### src/rtl/irmap_pkg.sv
// Constants for the indexed remap window and interrupt definition block.
package irmap_pkg;
   // Configuration dword byte addresses of the two index and data pairs.
   localparam logic [7:0]  CFG_INTR_IDX    = 8'h78;
   localparam int          CFG_INTR_IDX_LN = 2;
   localparam logic [7:0]  CFG_INTR_DATA   = 8'h7C;
   localparam logic [7:0]  CFG_REMAP_IDX   = 8'hE4;
   localparam logic [7:0]  CFG_REMAP_DLO   = 8'hE8;
   localparam logic [7:0]  CFG_REMAP_DHI   = 8'hEC;
   // Remap entry indexes.
   localparam int          REMAP_ENTRIES   = 8;
   localparam logic [2:0]  RMP_NP_BASE     = 3'h0;
   localparam logic [2:0]  RMP_PRE_BASE    = 3'h1;
   localparam logic [2:0]  RMP_PRI_UPPER   = 3'h2;
   localparam logic [2:0]  RMP_RSVD_A      = 3'h3;
   localparam logic [2:0]  RMP_DMA_PRI     = 3'h4;
   localparam logic [2:0]  RMP_DMA_SBASE   = 3'h5;
   localparam logic [2:0]  RMP_DMA_SLIM    = 3'h6;
   localparam logic [2:0]  RMP_RSVD_B      = 3'h7;
   localparam logic [63:0] RMP_WMASK_ALL   = 64'hFFFF_FFFF_FFFF_FFFF;
   localparam logic [63:0] RMP_WMASK_DMA   = 64'hFFFF_FFFF_FFF0_00FF;
   localparam logic [63:0] RMP_RESET       = 64'h0000_0000_0000_0000;
   // DMA window control and address layout.
   localparam int          DMA_EN_BIT      = 0;
   localparam int          DMA_ISOC_BIT    = 2;
   localparam int          WIN_ADDR_LSB    = 20;
   // Read control 2 field positions.
   localparam int          RD2_WIDTH       = 16;
   localparam int          RD2_PFLEN_LSB   = 0;
   localparam int          RD2_PFCNT_LSB   = 4;
   localparam int          PF_W            = 3;
   // Interrupt definition registers.
   localparam int          NUM_SRC         = 10;
   localparam int          SRC_W           = 4;
   localparam logic [7:0]  INTDEF_BASE_IDX = 8'h10;
   localparam logic [7:0]  INTDEF_LAST_IDX = 8'h23;
   localparam int          EOI_PEND_BIT    = 63;
   localparam int          PASSPW_BIT      = 62;
   localparam int          REQUEST_EOI_ENABLE_BIT       = 5;
   localparam int          POL_BIT         = 1;
   localparam int          MASK_BIT        = 0;
   localparam logic [63:0] INTDEF_RESET    = 64'h4000_0000_F800_0001;
   localparam logic [63:0] INTDEF_WMASK    = 64'h00FF_FFFF_FFFF_FF7F;
endpackage : irmap_pkg

### src/rtl/irmap_pick.sv
// Fixed priority picker that offers one eligible interrupt source.
`timescale 1ns/1ps
module irmap_pick
   import irmap_pkg::*;
(
   input  wire logic               core_clk_in,
   input  wire logic               reset_in,
   input  wire logic [NUM_SRC-1:0] req_in,
   input  wire logic               take_in,
   output logic                    grant_valid_out,
   output logic [SRC_W-1:0]        grant_idx_out
);
   typedef struct packed {
      logic             valid;
      logic [SRC_W-1:0] idx;
   } irmap_pick_t;

   irmap_pick_t s_reg;
   irmap_pick_t s_next;

   // A grant is dropped for one cycle after it is taken, so the taken
   // source has raised the parent's message valid before the next choice.
   always_comb begin
      s_next = s_reg;
      s_next.valid = 1'b0;
      if (!take_in) begin
         for (int i = NUM_SRC - 1; i >= 0; i--) begin
            if (req_in[i]) begin
               s_next.valid = 1'b1;
               s_next.idx   = SRC_W'(i);
            end
         end
      end
      if (reset_in) begin
         s_next = '0;
      end
   end

   always_ff @(posedge core_clk_in) begin
      s_reg <= s_next;
   end

   assign grant_valid_out = s_reg.valid;
   assign grant_idx_out   = s_reg.idx;
endmodule : irmap_pick

### src/rtl/irmap_regs.sv
// Indexed remap window registers, DMA window check and interrupt sources.
`timescale 1ns/1ps
// Overview of operation
// Remap entries are reached by an index register and a data window.
// One DMA window: primary base, secondary base and secondary limit.
// Requests hitting the DMA window carry Isoc when the isoc bit is set.
// Isoc tagging changes only that bit; no separate channel buffering.
// DMA window hits take prefetch length and count from read control 2.
// Interrupt definitions are reached by their own index and data pair.
// Ten interrupt sources, each with a 64-bit definition register.
// Source n sits at index 16 plus twice n, two indexes each.
// Low word at the even index, high word at the odd index.
// Definitions drive interrupt messages only in the legacy mode.
// In the newer mode they read as stored, nonzero contents allowed.
// With EOI requested, pending bit sets on send, clears on EOI.
// Writing one clears the pending bit; it resets to zero.
// The pass-posted-write bit is read-only and reads one.
// Interrupt messages carry pass-posted-write set.
// Bits 31 to 24 are read-write and reset to F8h.
// Software never writes F9h or above into bits 31 to 24.
// Bit 7 is read-only zero.
// With EOI requested, no new message while the pending bit is set.
// A set mask bit stops messages; mask resets to one.
// Unmapped indexes read zero and ignore writes.
// Bits 55 to 32 and 23 to 8 are read-write, reset zero.
module irmap_regs
   import irmap_pkg::*;
(
   input  wire logic               core_clk_in,
   input  wire logic               reset_in,
   input  wire logic               cfg_wr_in,
   input  wire logic               cfg_rd_in,
   input  wire logic [7:0]         cfg_addr_in,
   input  wire logic [31:0]        cfg_wdata_in,
   input  wire logic [3:0]         cfg_be_in,
   output logic [31:0]             cfg_rdata_out,
   output logic                    cfg_rvalid_out,
   input  wire logic               req_valid_in,
   input  wire logic [63:0]        req_addr_in,
   input  wire logic [RD2_WIDTH-1:0] read_ctrl2_in,
   output logic                    req_valid_out,
   output logic [63:0]             req_addr_out,
   output logic                    req_dma_hit_out,
   output logic                    req_isoc_out,
   output logic [PF_W-1:0]         req_pf_len_out,
   output logic [PF_W-1:0]         req_pf_cnt_out,
   input  wire logic               newer_revision_mode_in,
   input  wire logic [NUM_SRC-1:0] int_src_in,
   output logic                    msg_valid_out,
   input  wire logic               msg_ready_in,
   output logic [SRC_W-1:0]        msg_src_out,
   output logic [63:0]             msg_info_out,
   output logic                    msg_passpw_out,
   input  wire logic               eoi_valid_in,
   input  wire logic [SRC_W-1:0]   eoi_src_in
);
   typedef struct packed {
      logic [7:0]                      remap_idx;
      logic [7:0]                      intr_idx;
      logic [REMAP_ENTRIES-1:0][63:0]  remap;
      logic [NUM_SRC-1:0][63:0]        idef;
      logic [NUM_SRC-1:0]              pend;
      logic [NUM_SRC-1:0]              act_q;
      logic                            msg_valid;
      logic [SRC_W-1:0]                msg_src;
      logic [63:0]                     msg_info;
      logic [31:0]                     rdata;
      logic                            rvalid;
      logic                            req_valid;
      logic [63:0]                     req_addr;
      logic                            req_hit;
      logic                            req_isoc;
      logic [PF_W-1:0]                 pf_len;
      logic [PF_W-1:0]                 pf_cnt;
   } irmap_state_t;

   irmap_state_t       s_reg;
   irmap_state_t       s_next;
   logic               pick_valid;
   logic [SRC_W-1:0]   pick_idx;
   logic               take;
   logic [NUM_SRC-1:0] elig;
   logic [NUM_SRC-1:0] act;
   logic               intr_ok;
   logic [7:0]         intr_off;
   logic [SRC_W-1:0]   intr_src;
   logic [63:0]        sbase;
   logic [63:0]        slimit;
   logic               hit;

   // Writes one byte-enabled word into a 64-bit entry, honouring the mask.
   function automatic logic [63:0] irmap_merge(input logic [63:0] old,
                                               input logic [31:0] wd,
                                               input logic [3:0]  be,
                                               input logic        hi,
                                               input logic [63:0] wm);
      logic [31:0] lanes;
      logic [63:0] bm;
      lanes = {{8{be[3]}}, {8{be[2]}}, {8{be[1]}}, {8{be[0]}}};
      bm    = hi ? {lanes, 32'h0000_0000} : {32'h0000_0000, lanes};
      bm    = bm & wm;
      return (old & ~bm) | ({wd, wd} & bm);
   endfunction : irmap_merge

   // Writable bits of each remap entry.
   function automatic logic [63:0] irmap_remap_wm(input logic [7:0] idx);
      logic [63:0] wm;
      wm = RMP_WMASK_ALL;
      if (idx >= 8'(REMAP_ENTRIES)) begin
         wm = '0;
      end else begin
         case (idx[2:0])
            RMP_RSVD_A, RMP_RSVD_B: wm = '0;
            RMP_DMA_PRI, RMP_DMA_SBASE, RMP_DMA_SLIM: wm = RMP_WMASK_DMA;
            default: wm = RMP_WMASK_ALL;
         endcase
      end
      return wm;
   endfunction : irmap_remap_wm

   // Selected word of a remap entry; reserved entries read zero.
   function automatic logic [31:0] irmap_remap_rd(input irmap_state_t s,
                                                  input logic hi);
      logic [63:0] v;
      v = s.remap[s.remap_idx[2:0]] & irmap_remap_wm(s.remap_idx);
      return hi ? v[63:32] : v[31:0];
   endfunction : irmap_remap_rd

   irmap_pick u_pick (
      .core_clk_in     (core_clk_in),
      .reset_in        (reset_in),
      .req_in          (elig),
      .take_in         (take),
      .grant_valid_out (pick_valid),
      .grant_idx_out   (pick_idx)
   );

   always_comb begin
      intr_off = s_reg.intr_idx - INTDEF_BASE_IDX;
      intr_ok  = (s_reg.intr_idx >= INTDEF_BASE_IDX) &&
                 (s_reg.intr_idx <= INTDEF_LAST_IDX);
      intr_src = intr_off[SRC_W:1];
      sbase  = {s_reg.remap[RMP_DMA_SBASE][63:WIN_ADDR_LSB],
                {WIN_ADDR_LSB{1'b0}}};
      slimit = {s_reg.remap[RMP_DMA_SLIM][63:WIN_ADDR_LSB],
                {WIN_ADDR_LSB{1'b1}}};
      hit = s_reg.remap[RMP_DMA_PRI][DMA_EN_BIT] &&
            (req_addr_in >= sbase) && (req_addr_in <= slimit);
      for (int i = 0; i < NUM_SRC; i++) begin
         act[i]  = int_src_in[i] ^ s_reg.idef[i][POL_BIT];
         elig[i] = s_reg.pend[i] && !s_reg.idef[i][MASK_BIT] &&
                   !(s_reg.idef[i][REQUEST_EOI_ENABLE_BIT] &&
                     s_reg.idef[i][EOI_PEND_BIT]) &&
                   !newer_revision_mode_in;
      end
      take = !s_reg.msg_valid && pick_valid && elig[pick_idx];
   end

   always_comb begin
      s_next = s_reg;

      // Reads answer one cycle later from the state before any write.
      s_next.rvalid = cfg_rd_in;
      s_next.rdata  = 32'h0000_0000;
      if (cfg_rd_in) begin
         case (cfg_addr_in)
            CFG_INTR_IDX:  s_next.rdata = {8'h00, s_reg.intr_idx, 16'h0000};
            CFG_INTR_DATA: begin
               if (intr_ok) begin
                  s_next.rdata = intr_off[0] ?
                     s_reg.idef[intr_src][63:32] :
                     s_reg.idef[intr_src][31:0];
               end
            end
            CFG_REMAP_IDX: s_next.rdata = {24'h00_0000, s_reg.remap_idx};
            CFG_REMAP_DLO: s_next.rdata = irmap_remap_rd(s_reg, 1'b0);
            CFG_REMAP_DHI: s_next.rdata = irmap_remap_rd(s_reg, 1'b1);
            default:       s_next.rdata = 32'h0000_0000;
         endcase
      end

      if (cfg_wr_in) begin
         case (cfg_addr_in)
            CFG_INTR_IDX: begin
               if (cfg_be_in[CFG_INTR_IDX_LN]) begin
                  s_next.intr_idx = cfg_wdata_in[23:16];
               end
            end
            CFG_INTR_DATA: begin
               if (intr_ok) begin
                  // Fixed bits keep their reset values through the mask.
                  s_next.idef[intr_src] = irmap_merge(
                     s_reg.idef[intr_src], cfg_wdata_in, cfg_be_in,
                     intr_off[0], INTDEF_WMASK);
                  if (intr_off[0] && cfg_be_in[3] && cfg_wdata_in[31]) begin
                     s_next.idef[intr_src][EOI_PEND_BIT] = 1'b0;
                  end
               end
            end
            CFG_REMAP_IDX: begin
               if (cfg_be_in[0]) begin
                  s_next.remap_idx = cfg_wdata_in[7:0];
               end
            end
            CFG_REMAP_DLO, CFG_REMAP_DHI: begin
               s_next.remap[s_reg.remap_idx[2:0]] = irmap_merge(
                  s_reg.remap[s_reg.remap_idx[2:0]], cfg_wdata_in, cfg_be_in,
                  cfg_addr_in == CFG_REMAP_DHI,
                  irmap_remap_wm(s_reg.remap_idx));
            end
            default: ;
         endcase
      end

      // Upstream requests: translate DMA window hits into the primary space.
      s_next.req_valid = req_valid_in;
      s_next.req_hit   = hit;
      s_next.req_addr  = hit ?
         req_addr_in - sbase + {s_reg.remap[RMP_DMA_PRI][63:WIN_ADDR_LSB],
                                {WIN_ADDR_LSB{1'b0}}} : req_addr_in;
      // Only the tag changes; routing stays on the base channels.
      s_next.req_isoc = hit &&
         s_reg.remap[RMP_DMA_PRI][DMA_ISOC_BIT];
      s_next.pf_len = hit ?
         read_ctrl2_in[RD2_PFLEN_LSB +: PF_W] : '0;
      s_next.pf_cnt = hit ?
         read_ctrl2_in[RD2_PFCNT_LSB +: PF_W] : '0;

      // End of interrupt from the host clears the pending bit.
      if (eoi_valid_in && (eoi_src_in < SRC_W'(NUM_SRC))) begin
         s_next.idef[eoi_src_in][EOI_PEND_BIT] = 1'b0;
      end

      // Message accepted: drop the request and, if asked, await an EOI.
      if (s_reg.msg_valid && msg_ready_in) begin
         s_next.msg_valid = 1'b0;
         s_next.pend[s_reg.msg_src] = 1'b0;
         if (s_reg.idef[s_reg.msg_src][REQUEST_EOI_ENABLE_BIT]) begin
            // Applied after any clear so the hardware set wins.
            s_next.idef[s_reg.msg_src][EOI_PEND_BIT] = 1'b1;
         end
      end

      if (take) begin
         s_next.msg_valid = 1'b1;
         s_next.msg_src   = pick_idx;
         s_next.msg_info  = s_reg.idef[pick_idx];
         s_next.msg_info[PASSPW_BIT] = 1'b1;
      end

      // A new active edge is caught after the clear, so it is never lost.
      s_next.act_q = act;
      for (int i = 0; i < NUM_SRC; i++) begin
         if (act[i] && !s_reg.act_q[i]) begin
            s_next.pend[i] = 1'b1;
         end
      end

      if (reset_in) begin
         s_next = '0;
         for (int i = 0; i < REMAP_ENTRIES; i++) begin
            s_next.remap[i] = RMP_RESET;
         end
         for (int i = 0; i < NUM_SRC; i++) begin
            s_next.idef[i] = INTDEF_RESET;
         end
      end
   end

   always_ff @(posedge core_clk_in) begin
      s_reg <= s_next;
   end

   assign cfg_rdata_out   = s_reg.rdata;
   assign cfg_rvalid_out  = s_reg.rvalid;
   assign req_valid_out   = s_reg.req_valid;
   assign req_addr_out    = s_reg.req_addr;
   assign req_dma_hit_out = s_reg.req_hit;
   assign req_isoc_out    = s_reg.req_isoc;
   assign req_pf_len_out  = s_reg.pf_len;
   assign req_pf_cnt_out  = s_reg.pf_cnt;
   assign msg_valid_out   = s_reg.msg_valid;
   assign msg_src_out     = s_reg.msg_src;
   assign msg_info_out    = s_reg.msg_info;
   assign msg_passpw_out  = s_reg.msg_info[PASSPW_BIT];
endmodule : irmap_regs

### config.mk
export PLATFORM = sky130hd
export DESIGN_NAME = irmap_regs
export DESIGN_NICKNAME = d
export VERILOG_FILES = /design/src/rtl/irmap_pkg.sv /design/src/rtl/irmap_pick.sv /design/src/rtl/irmap_regs.sv
export SDC_FILE = /design/constraint.sdc
export NUM_CORES = 2
export LEC_CHECK = 0
export ABC_AREA = 1
export BUFFER_PORTS_ARGS = -buffer_cell sky130_fd_sc_hd__buf_4
export CAP_MARGIN = 40
export CORE_ASPECT_RATIO = 0.9
export CORE_MARGIN = 5
export CORE_UTILIZATION = 35
export DETAILED_ROUTE_END_ITERATION = 8
export GPL_TIMING_DRIVEN = 0
export PLACE_DENSITY_LB_ADDON = 0.15
export SLEW_MARGIN = 15
export SYNTH_ARGS = -nofsm -noshare
export SYNTH_HDL_FRONTEND = slang
export SYNTH_SLANG_ARGS = --single-unit
export TNS_END_PERCENT = 100
### constraint.sdc
create_clock -name core_clk_in -period 5.4 [get_ports core_clk_in]
set_input_delay 1.35 -clock core_clk_in [delete_from_list [all_inputs] [get_ports core_clk_in]]
set_output_delay 1.35 -clock core_clk_in [all_outputs]
set_load 0.05 [all_outputs]
== Yosys cells after proc, flatten, opt, wreduce, memory -nomap -nowiden ==
Cells that the tools add are included.

* Flip-flop bits (word level): 1,368
* Input bits: 146
* Output and inout port bits: 176
* Logic and storage cells: 288

* $add $sub $neg: 3
* Magnitude comparators: 15
* Equality and inequality tests: 10
* Muxes and demuxes: 67
* Bitwise gates (word level): 31
* Reduce and logical (&&, ||, !) cells: 118

{| class="wikitable"
|+ Operators with widths
! kind !! count
|-
| $mux 640 || 6
|-
| $and 640x640->640 || 2
|-
| $not 640->640 || 2
|-
| $demux 64 s4 || 4
|-
| $mux 64 || 15
|-
| $bmux 64 s4 || 3
|-
| $mux 650 || 1
|-
| $bwmux 640 || 1
|-
| $or 640x640->640 || 1
|-
| $bwmux 512 || 1
|-
| $and 64x64->64 || 5
|-
| $bmux 64 s3 || 1
|-
| $demux 64 s3 || 1
|-
| $pmux 32 s5 || 1
|-
| $mux 32 || 4
|-
| $or 64x64->64 || 2
|-
| $pmux 64 s2 || 1
|-
| $mux 69 || 1
|-
| $add 64x64->64 || 1
|-
| $and 64x56->64 || 1
|-
| $ge 64x64->1 || 1
|-
| $le 64x64->1 || 1
|-
| $logic_and 1x1->1 || 64
|-
| $not 56->64 || 1
|-
| other kinds (33) || 123
|}

== Logic depth before layout (Yosys ltp) ==
* Depth after elaboration: 17
* Depth in mapped cells: 20
* Gate-level depth less buffers: 20

== Cells and area by module ==
From an unflattened synthesis, not the netlist that was laid out.

* Cell total of the unflattened synthesis: 10,172
* Area total of the unflattened synthesis: 71,571.1 um^2

{| class="wikitable"
|+ Modules (own cells, without submodules)
! module !! times used !! cells each !! area an instance (um^2) !! seq. area each (um^2)
|-
| irmap_regs || 1 || 10,125 || 71,257.1 || 27,286.2
|-
| irmap_pick || 1 || 47 || 314.1 || 100.1
|}

== Least setup slack after synthesis ==
Ideal clock, no wire load.

* Kind: input-to-reg
* Start point: input port req_addr_in[25]
* End point: register s_reg (netlist bit req_addr_out[61])
* Setup time: 0.109 ns
* Arrival: 3.352 ns
* Required time: 5.291 ns
* Setup slack: 1.939 ns
* Cell stages on the path: 19
* Path buffers: 0
* Path through: inv_1 > fa_1 > inv_1 > ha_1 > nand2_1 > nor2_1 > inv_1 > nor2_1 > inv_1 > nor2_1 > nand2_1 > nand2_1 > nand2_1 > nand2_1 > nand2_1 > nand2_1 > nand2_1 > nand2_1 > inv_1

* Cells in the longest elaborated chain, start to end: 4
* Elaborated cells between the ends (all ways): 7
* Classes of those cells: add/sub (2); order compare (2); mux (1); reduce/logical (2)

{| class="wikitable"
|+ Ends and longest elaborated chain
! element !! RTL line !! source
|-
| from (decl) || irmap_regs.sv:39 || <nowiki>input wire logic [63:0] req_addr_in,</nowiki>
|-
| branches (longest 3 deep; another with $sub 64x64->64) || n/a ||
|-
| $mux 64 * || irmap_regs.sv:218 || <nowiki>s_next.req_addr = hit ?</nowiki>
|-
| to (signal assigned) || irmap_regs.sv:271 || <nowiki>s_reg <= s_next;</nowiki>
|-
| to (decl) || irmap_regs.sv:77 || <nowiki>irmap_state_t s_reg;</nowiki>
|}

Every way passes the cells marked *.
A chain may end at the register's enable or synchronous reset.

== Worst setup path in the final report ==
* Start point: register s_reg[1348] (netlist bit)
* End point: register s_reg (netlist bit cfg_rdata_out[2])

* Cells in the longest elaborated chain, start to end: 6
* Elaborated cells between the ends (all ways): 9
* Classes of those cells: add/sub (1); order compare (2); mux (5); reduce/logical (1)

{| class="wikitable"
|+ Ends and longest elaborated chain
! element !! RTL line !! source
|-
| $sub 5x5->5 || irmap_regs.sv:139 || <nowiki>intr_off = s_reg.intr_idx - INTDEF_BASE_IDX;</nowiki>
|-
| $bmux 64 s4 || irmap_regs.sv:171, irmap_regs.sv:172 ||
|-
| $mux 64 (implied by the code) || irmap_regs.sv:171 || <nowiki>s_reg.idef[intr_src][63:32] :</nowiki>
|-
| $mux 32 || irmap_regs.sv:170 || <nowiki>s_next.rdata = intr_off[0] ?</nowiki>
|-
| $mux 32 * || irmap_regs.sv:169 || <nowiki>if (intr_ok) begin</nowiki>
|-
| $pmux 32 s5 * || irmap_regs.sv:166 || <nowiki>case (cfg_addr_in)</nowiki>
|}

Every way passes the cells marked *; elsewhere a longest branch is shown, timed or not. The select of a mux whose other input is x is not followed.

==> metrics.md <==
| Metric | Value |
|---|---|
| IO Count | `322` |
| Total of max-cap violations | `0` |
| Gpl congestion | `1.098` |
| Seq/Total Area, Yosys | `0.3622` |
| DR WL/cell | `27.42 µm` |
| Initial antenna violation count | `30` |
| Yosys top cell area share | `0.3622` |
| Final setup vio count | `0` |
| Drt total wl | `407000 µm` |
| Data arrival, critical path | `4.91 ns` |
| Final ANT Viol Nets | `0` |
| Avg Vias per Cell | `5.600` |
| Failing checks | `design-rule violations` |
| Ys async rst share | `0` |
| Via count | `83120` |
| Syn_area_per_cell | `6.716 µm²` |
| Synth warnings | `0` |
| Worst-Skew Late Latency | `0.86 ns` |
| Switching Share | `0.2697` |
| Status | `finished, violations left` |
| Initial Util | `0.3527` |
| CTS hold repair buffers | `0` |
| Setup_tns | `0 ns` |
| Clock network power share | `0.485` |
| XOR/XNOR Fraction of Synth Area | `0.003012` |
| Nets | `12190` |
| Peak per-stage delay on the critical path | `0.65 ns` |
| Largest family of logic cells by synthesized area | `compound AO/OA/AOI/OAI gates` |
| Fin cells | `14840` |
| Worst setup SP type | `flop` |
| Unrepaired setup endpoints after global routing | `no` |
| Post-synth EDFFs | `0` |
| Relative slew slack | `0.3314` |
| Initial DRC Count | `12520` |
| Worst r2r path cells | `10` |
| GRT overflow | `0` |
| Min-Delay Path Depth | `2` |
| Crit path time final | `4.302 ns` |
| Yosys cell types | `53` |
| Worst-case clock buffer depth | `3` |
| Synth top area cells | `dfxtp_1 (36%), inv_1 (11%), nand2_1 (9.1%)` |
| Fin. max-slew vios | `0` |
| Final Hold Fails | `0` |
| Input/output buffers | `310` |
| Post-Synth Simple-Gate Area | `0.2056` |
| Post-route DRC | `7` |
| CP required | `6.00 ns` |
| Num rows | `161` |
| Total CTS buffers | `161` |
| Crit-path cells | `inv_2 > nand2_1 > inv_2 > buf_2 > nand2_1 > o2111ai_1 > nand2_1 > nand4_1 > nand3_1 > a31oi_1` |
| Adder-Cell Fraction of Synth Area | `0.03919` |
| Maximum VDD drop | `0.3149 mV` |
| Syn nets | `11620` |
| Die H | `450.9 µm` |
| Part of the power in registers | `0.433` |
| Largest net degree at the start of global routing | `17` |
| Maximum clock rate | `232.4 MHz` |
| Post-synth top flop | `dfxtp_1` |
| Layout cell share with drive strength beyond 1 | `0.1008` |
| Die area | `225400 µm²` |
| First-pass GRT wire length | `561000 µm` |
| Hold WS | `0.4161 ns` |
| CTS tree | `done` |
| Dpl hpwl | `317900 µm` |
| P&R area growth vs syn | `16.65%` |
| Worst Hold Class | `reg -> reg` |
| Post-cts resize count | `0` |
| Sink Count | `1368` |
| Placed cells | `14510` |
| Crit-path most repeated cell | `nand2_1` |
| Slowest-stage cell, CP | `nand2_1` |
| Tot GR Track Use | `0.3436` |
| Least-Margin Pin Slew | `0.9962 ns` |
| Yosys reg bits | `1368` |
| Cell taking the most area after synthesis | `dfxtp_1` |
| Setup slack after layout | `1.098 ns` |
| Internal power | `17.12 mW` |
| Cell with the most instances after synthesis | `inv_1` |
| Post-synthesis compound-gate area fraction | `0.2237` |
| Max FFs per register | `1188` |
| Crit path kind | `reg -> reg` |
| Core ar. | `214300 µm²` |
| Synth cell count leaders | `inv_1 (2192), nand2_1 (1838), dfxtp_1 (1368), a21oi_1 (973), nor2_1 (898)` |
| Clock skew | `0.05505 ns` |
| Chip width | `499.9 µm` |
| Vias in the first global route | `74830` |
| Endpoint type of the worst setup path | `flop` |
| Synth Cell Area | `75610 µm²` |
| Worst slack, placed | `0.4757 ns` |
| Comb pwr share | `0.082` |
| Power Dens Cells | `265.8 nW/µm²` |
| Tcrit/Tclk final | `0.7967` |
| Post-CTS Setup Inserts | `0` |
| Clock transition at path regs | `0.06 ns` |
| Leak pwr | `40.54 nW` |
| Post-synthesis mux area share | `0.0001489` |
| Root Buffer | `clkbuf_16` |
| Htree depth | `4` |
| Net switching power | `6.321 mW` |
| Post-Synthesis Cells | `11260` |
| Total Power | `23.44 mW` |
| Largest fanout on the critical path | `10` |
| Initial DRT Pass Iterations | `9` |
-- power by group through the flow --
stage	sequential (mW)	clock, mW	combinational, mW
2_1_floorplan	10.4	0	1.01
3_3_place_gp	10.4	0	1.82
3_5_place_dp	10.4	0	1.86
4_1_cts	10.1	11.4	1.87
5_1_grt	10.1	11.8	2.04
6_report	10.1	11.4	1.93
-- final cells by class --
| class | count | area [µm²] |
|---|---|---|
| antenna | 33 | 82.58 |
| buffer | 836 | 4161 |
| clock buffer | 236 | 4711 |
| clock inverter | 55 | 664.4 |
| fill | 22910 | 126100 |
| inverter | 2242 | 8416 |
| multi-input combinational | 6812 | 35660 |
| sequential | 1368 | 27390 |
| tap | 2852 | 3568 |
| timing repair buffer | 408 | 3545 |
-- placed cells by master (no fill, tap or decap), types with 161 or more instances in the layout --
master,Yosys,final
o21ai_1,199,199
buf_4,185,502
inv_1,2192,2192
o21ai_0,775,775
a22oi_1,177,177
clkbuf_1,409,428
nor2_1,898,898
nand2_1,1838,1838
dfxtp_1,1368,1368
ha_1,168,168
o211ai_1,337,337
clkbuf_16,0,161
o22ai_1,189,189
a21oi_1,973,973
buf_2,175,177
nand3_1,746,746
-- logic make-up (layout without fill, tap and decap cells) --
| family | Yosys count | after routing |
|---|---|---|
| fa+ha+maj | 211 | 211 |
| other cells | 0 | 33 |
| simple gates | 3708 | 3708 |
| xor+xnor | 26 | 26 |
| mux | 1 | 1 |
| buf+inv | 3078 | 3777 |
| flops | 1368 | 1368 |
| compound gates | 2866 | 2866 |
-- metrics by stage --
| stage | instance area (µm²) | util |
|---|---|---|
| finish | 88200 | 0.4115 |
| global route | 88140 | 0.4112 |
| CTS | 88000 | 0.4106 |
| detailed placement | 82620 | 0.3855 |
| global placement | 81500 | 0.3802 |
| floorplan | 75610 | - |
-- worst paths after layout --
path	slack, ns	startpoint	to
worst max-delay path	1.10	s_reg[1348]	cfg_rdata_out[2]
worst min-delay path	0.42	s_reg[449]	s_reg[449]
worst max register to register	1.10	s_reg[1348]	cfg_rdata_out[2]
worst min register to register	0.42	s_reg[449]	s_reg[449]
-- metal layers --
metal | part of all wire | global-route usage | wire (µm)
met5 | 0.00088 | 0.01579 | 357
met4 | 0.056 | 0.1748 | 22840
met3 | 0.13 | 0.1185 | 53530
met2 | 0.39 | 0.4653 | 156900
met1 | 0.43 | 0.4765 | 173300
-- critical path, delay by kind of cell, from the launching register on --
family,cells,cell delay (ns)
simple gates,5,1.91
buf+inv,3,0.97
flops,1,0.54
compound gates,2,0.59
Power figures use the tool's default switching activity.
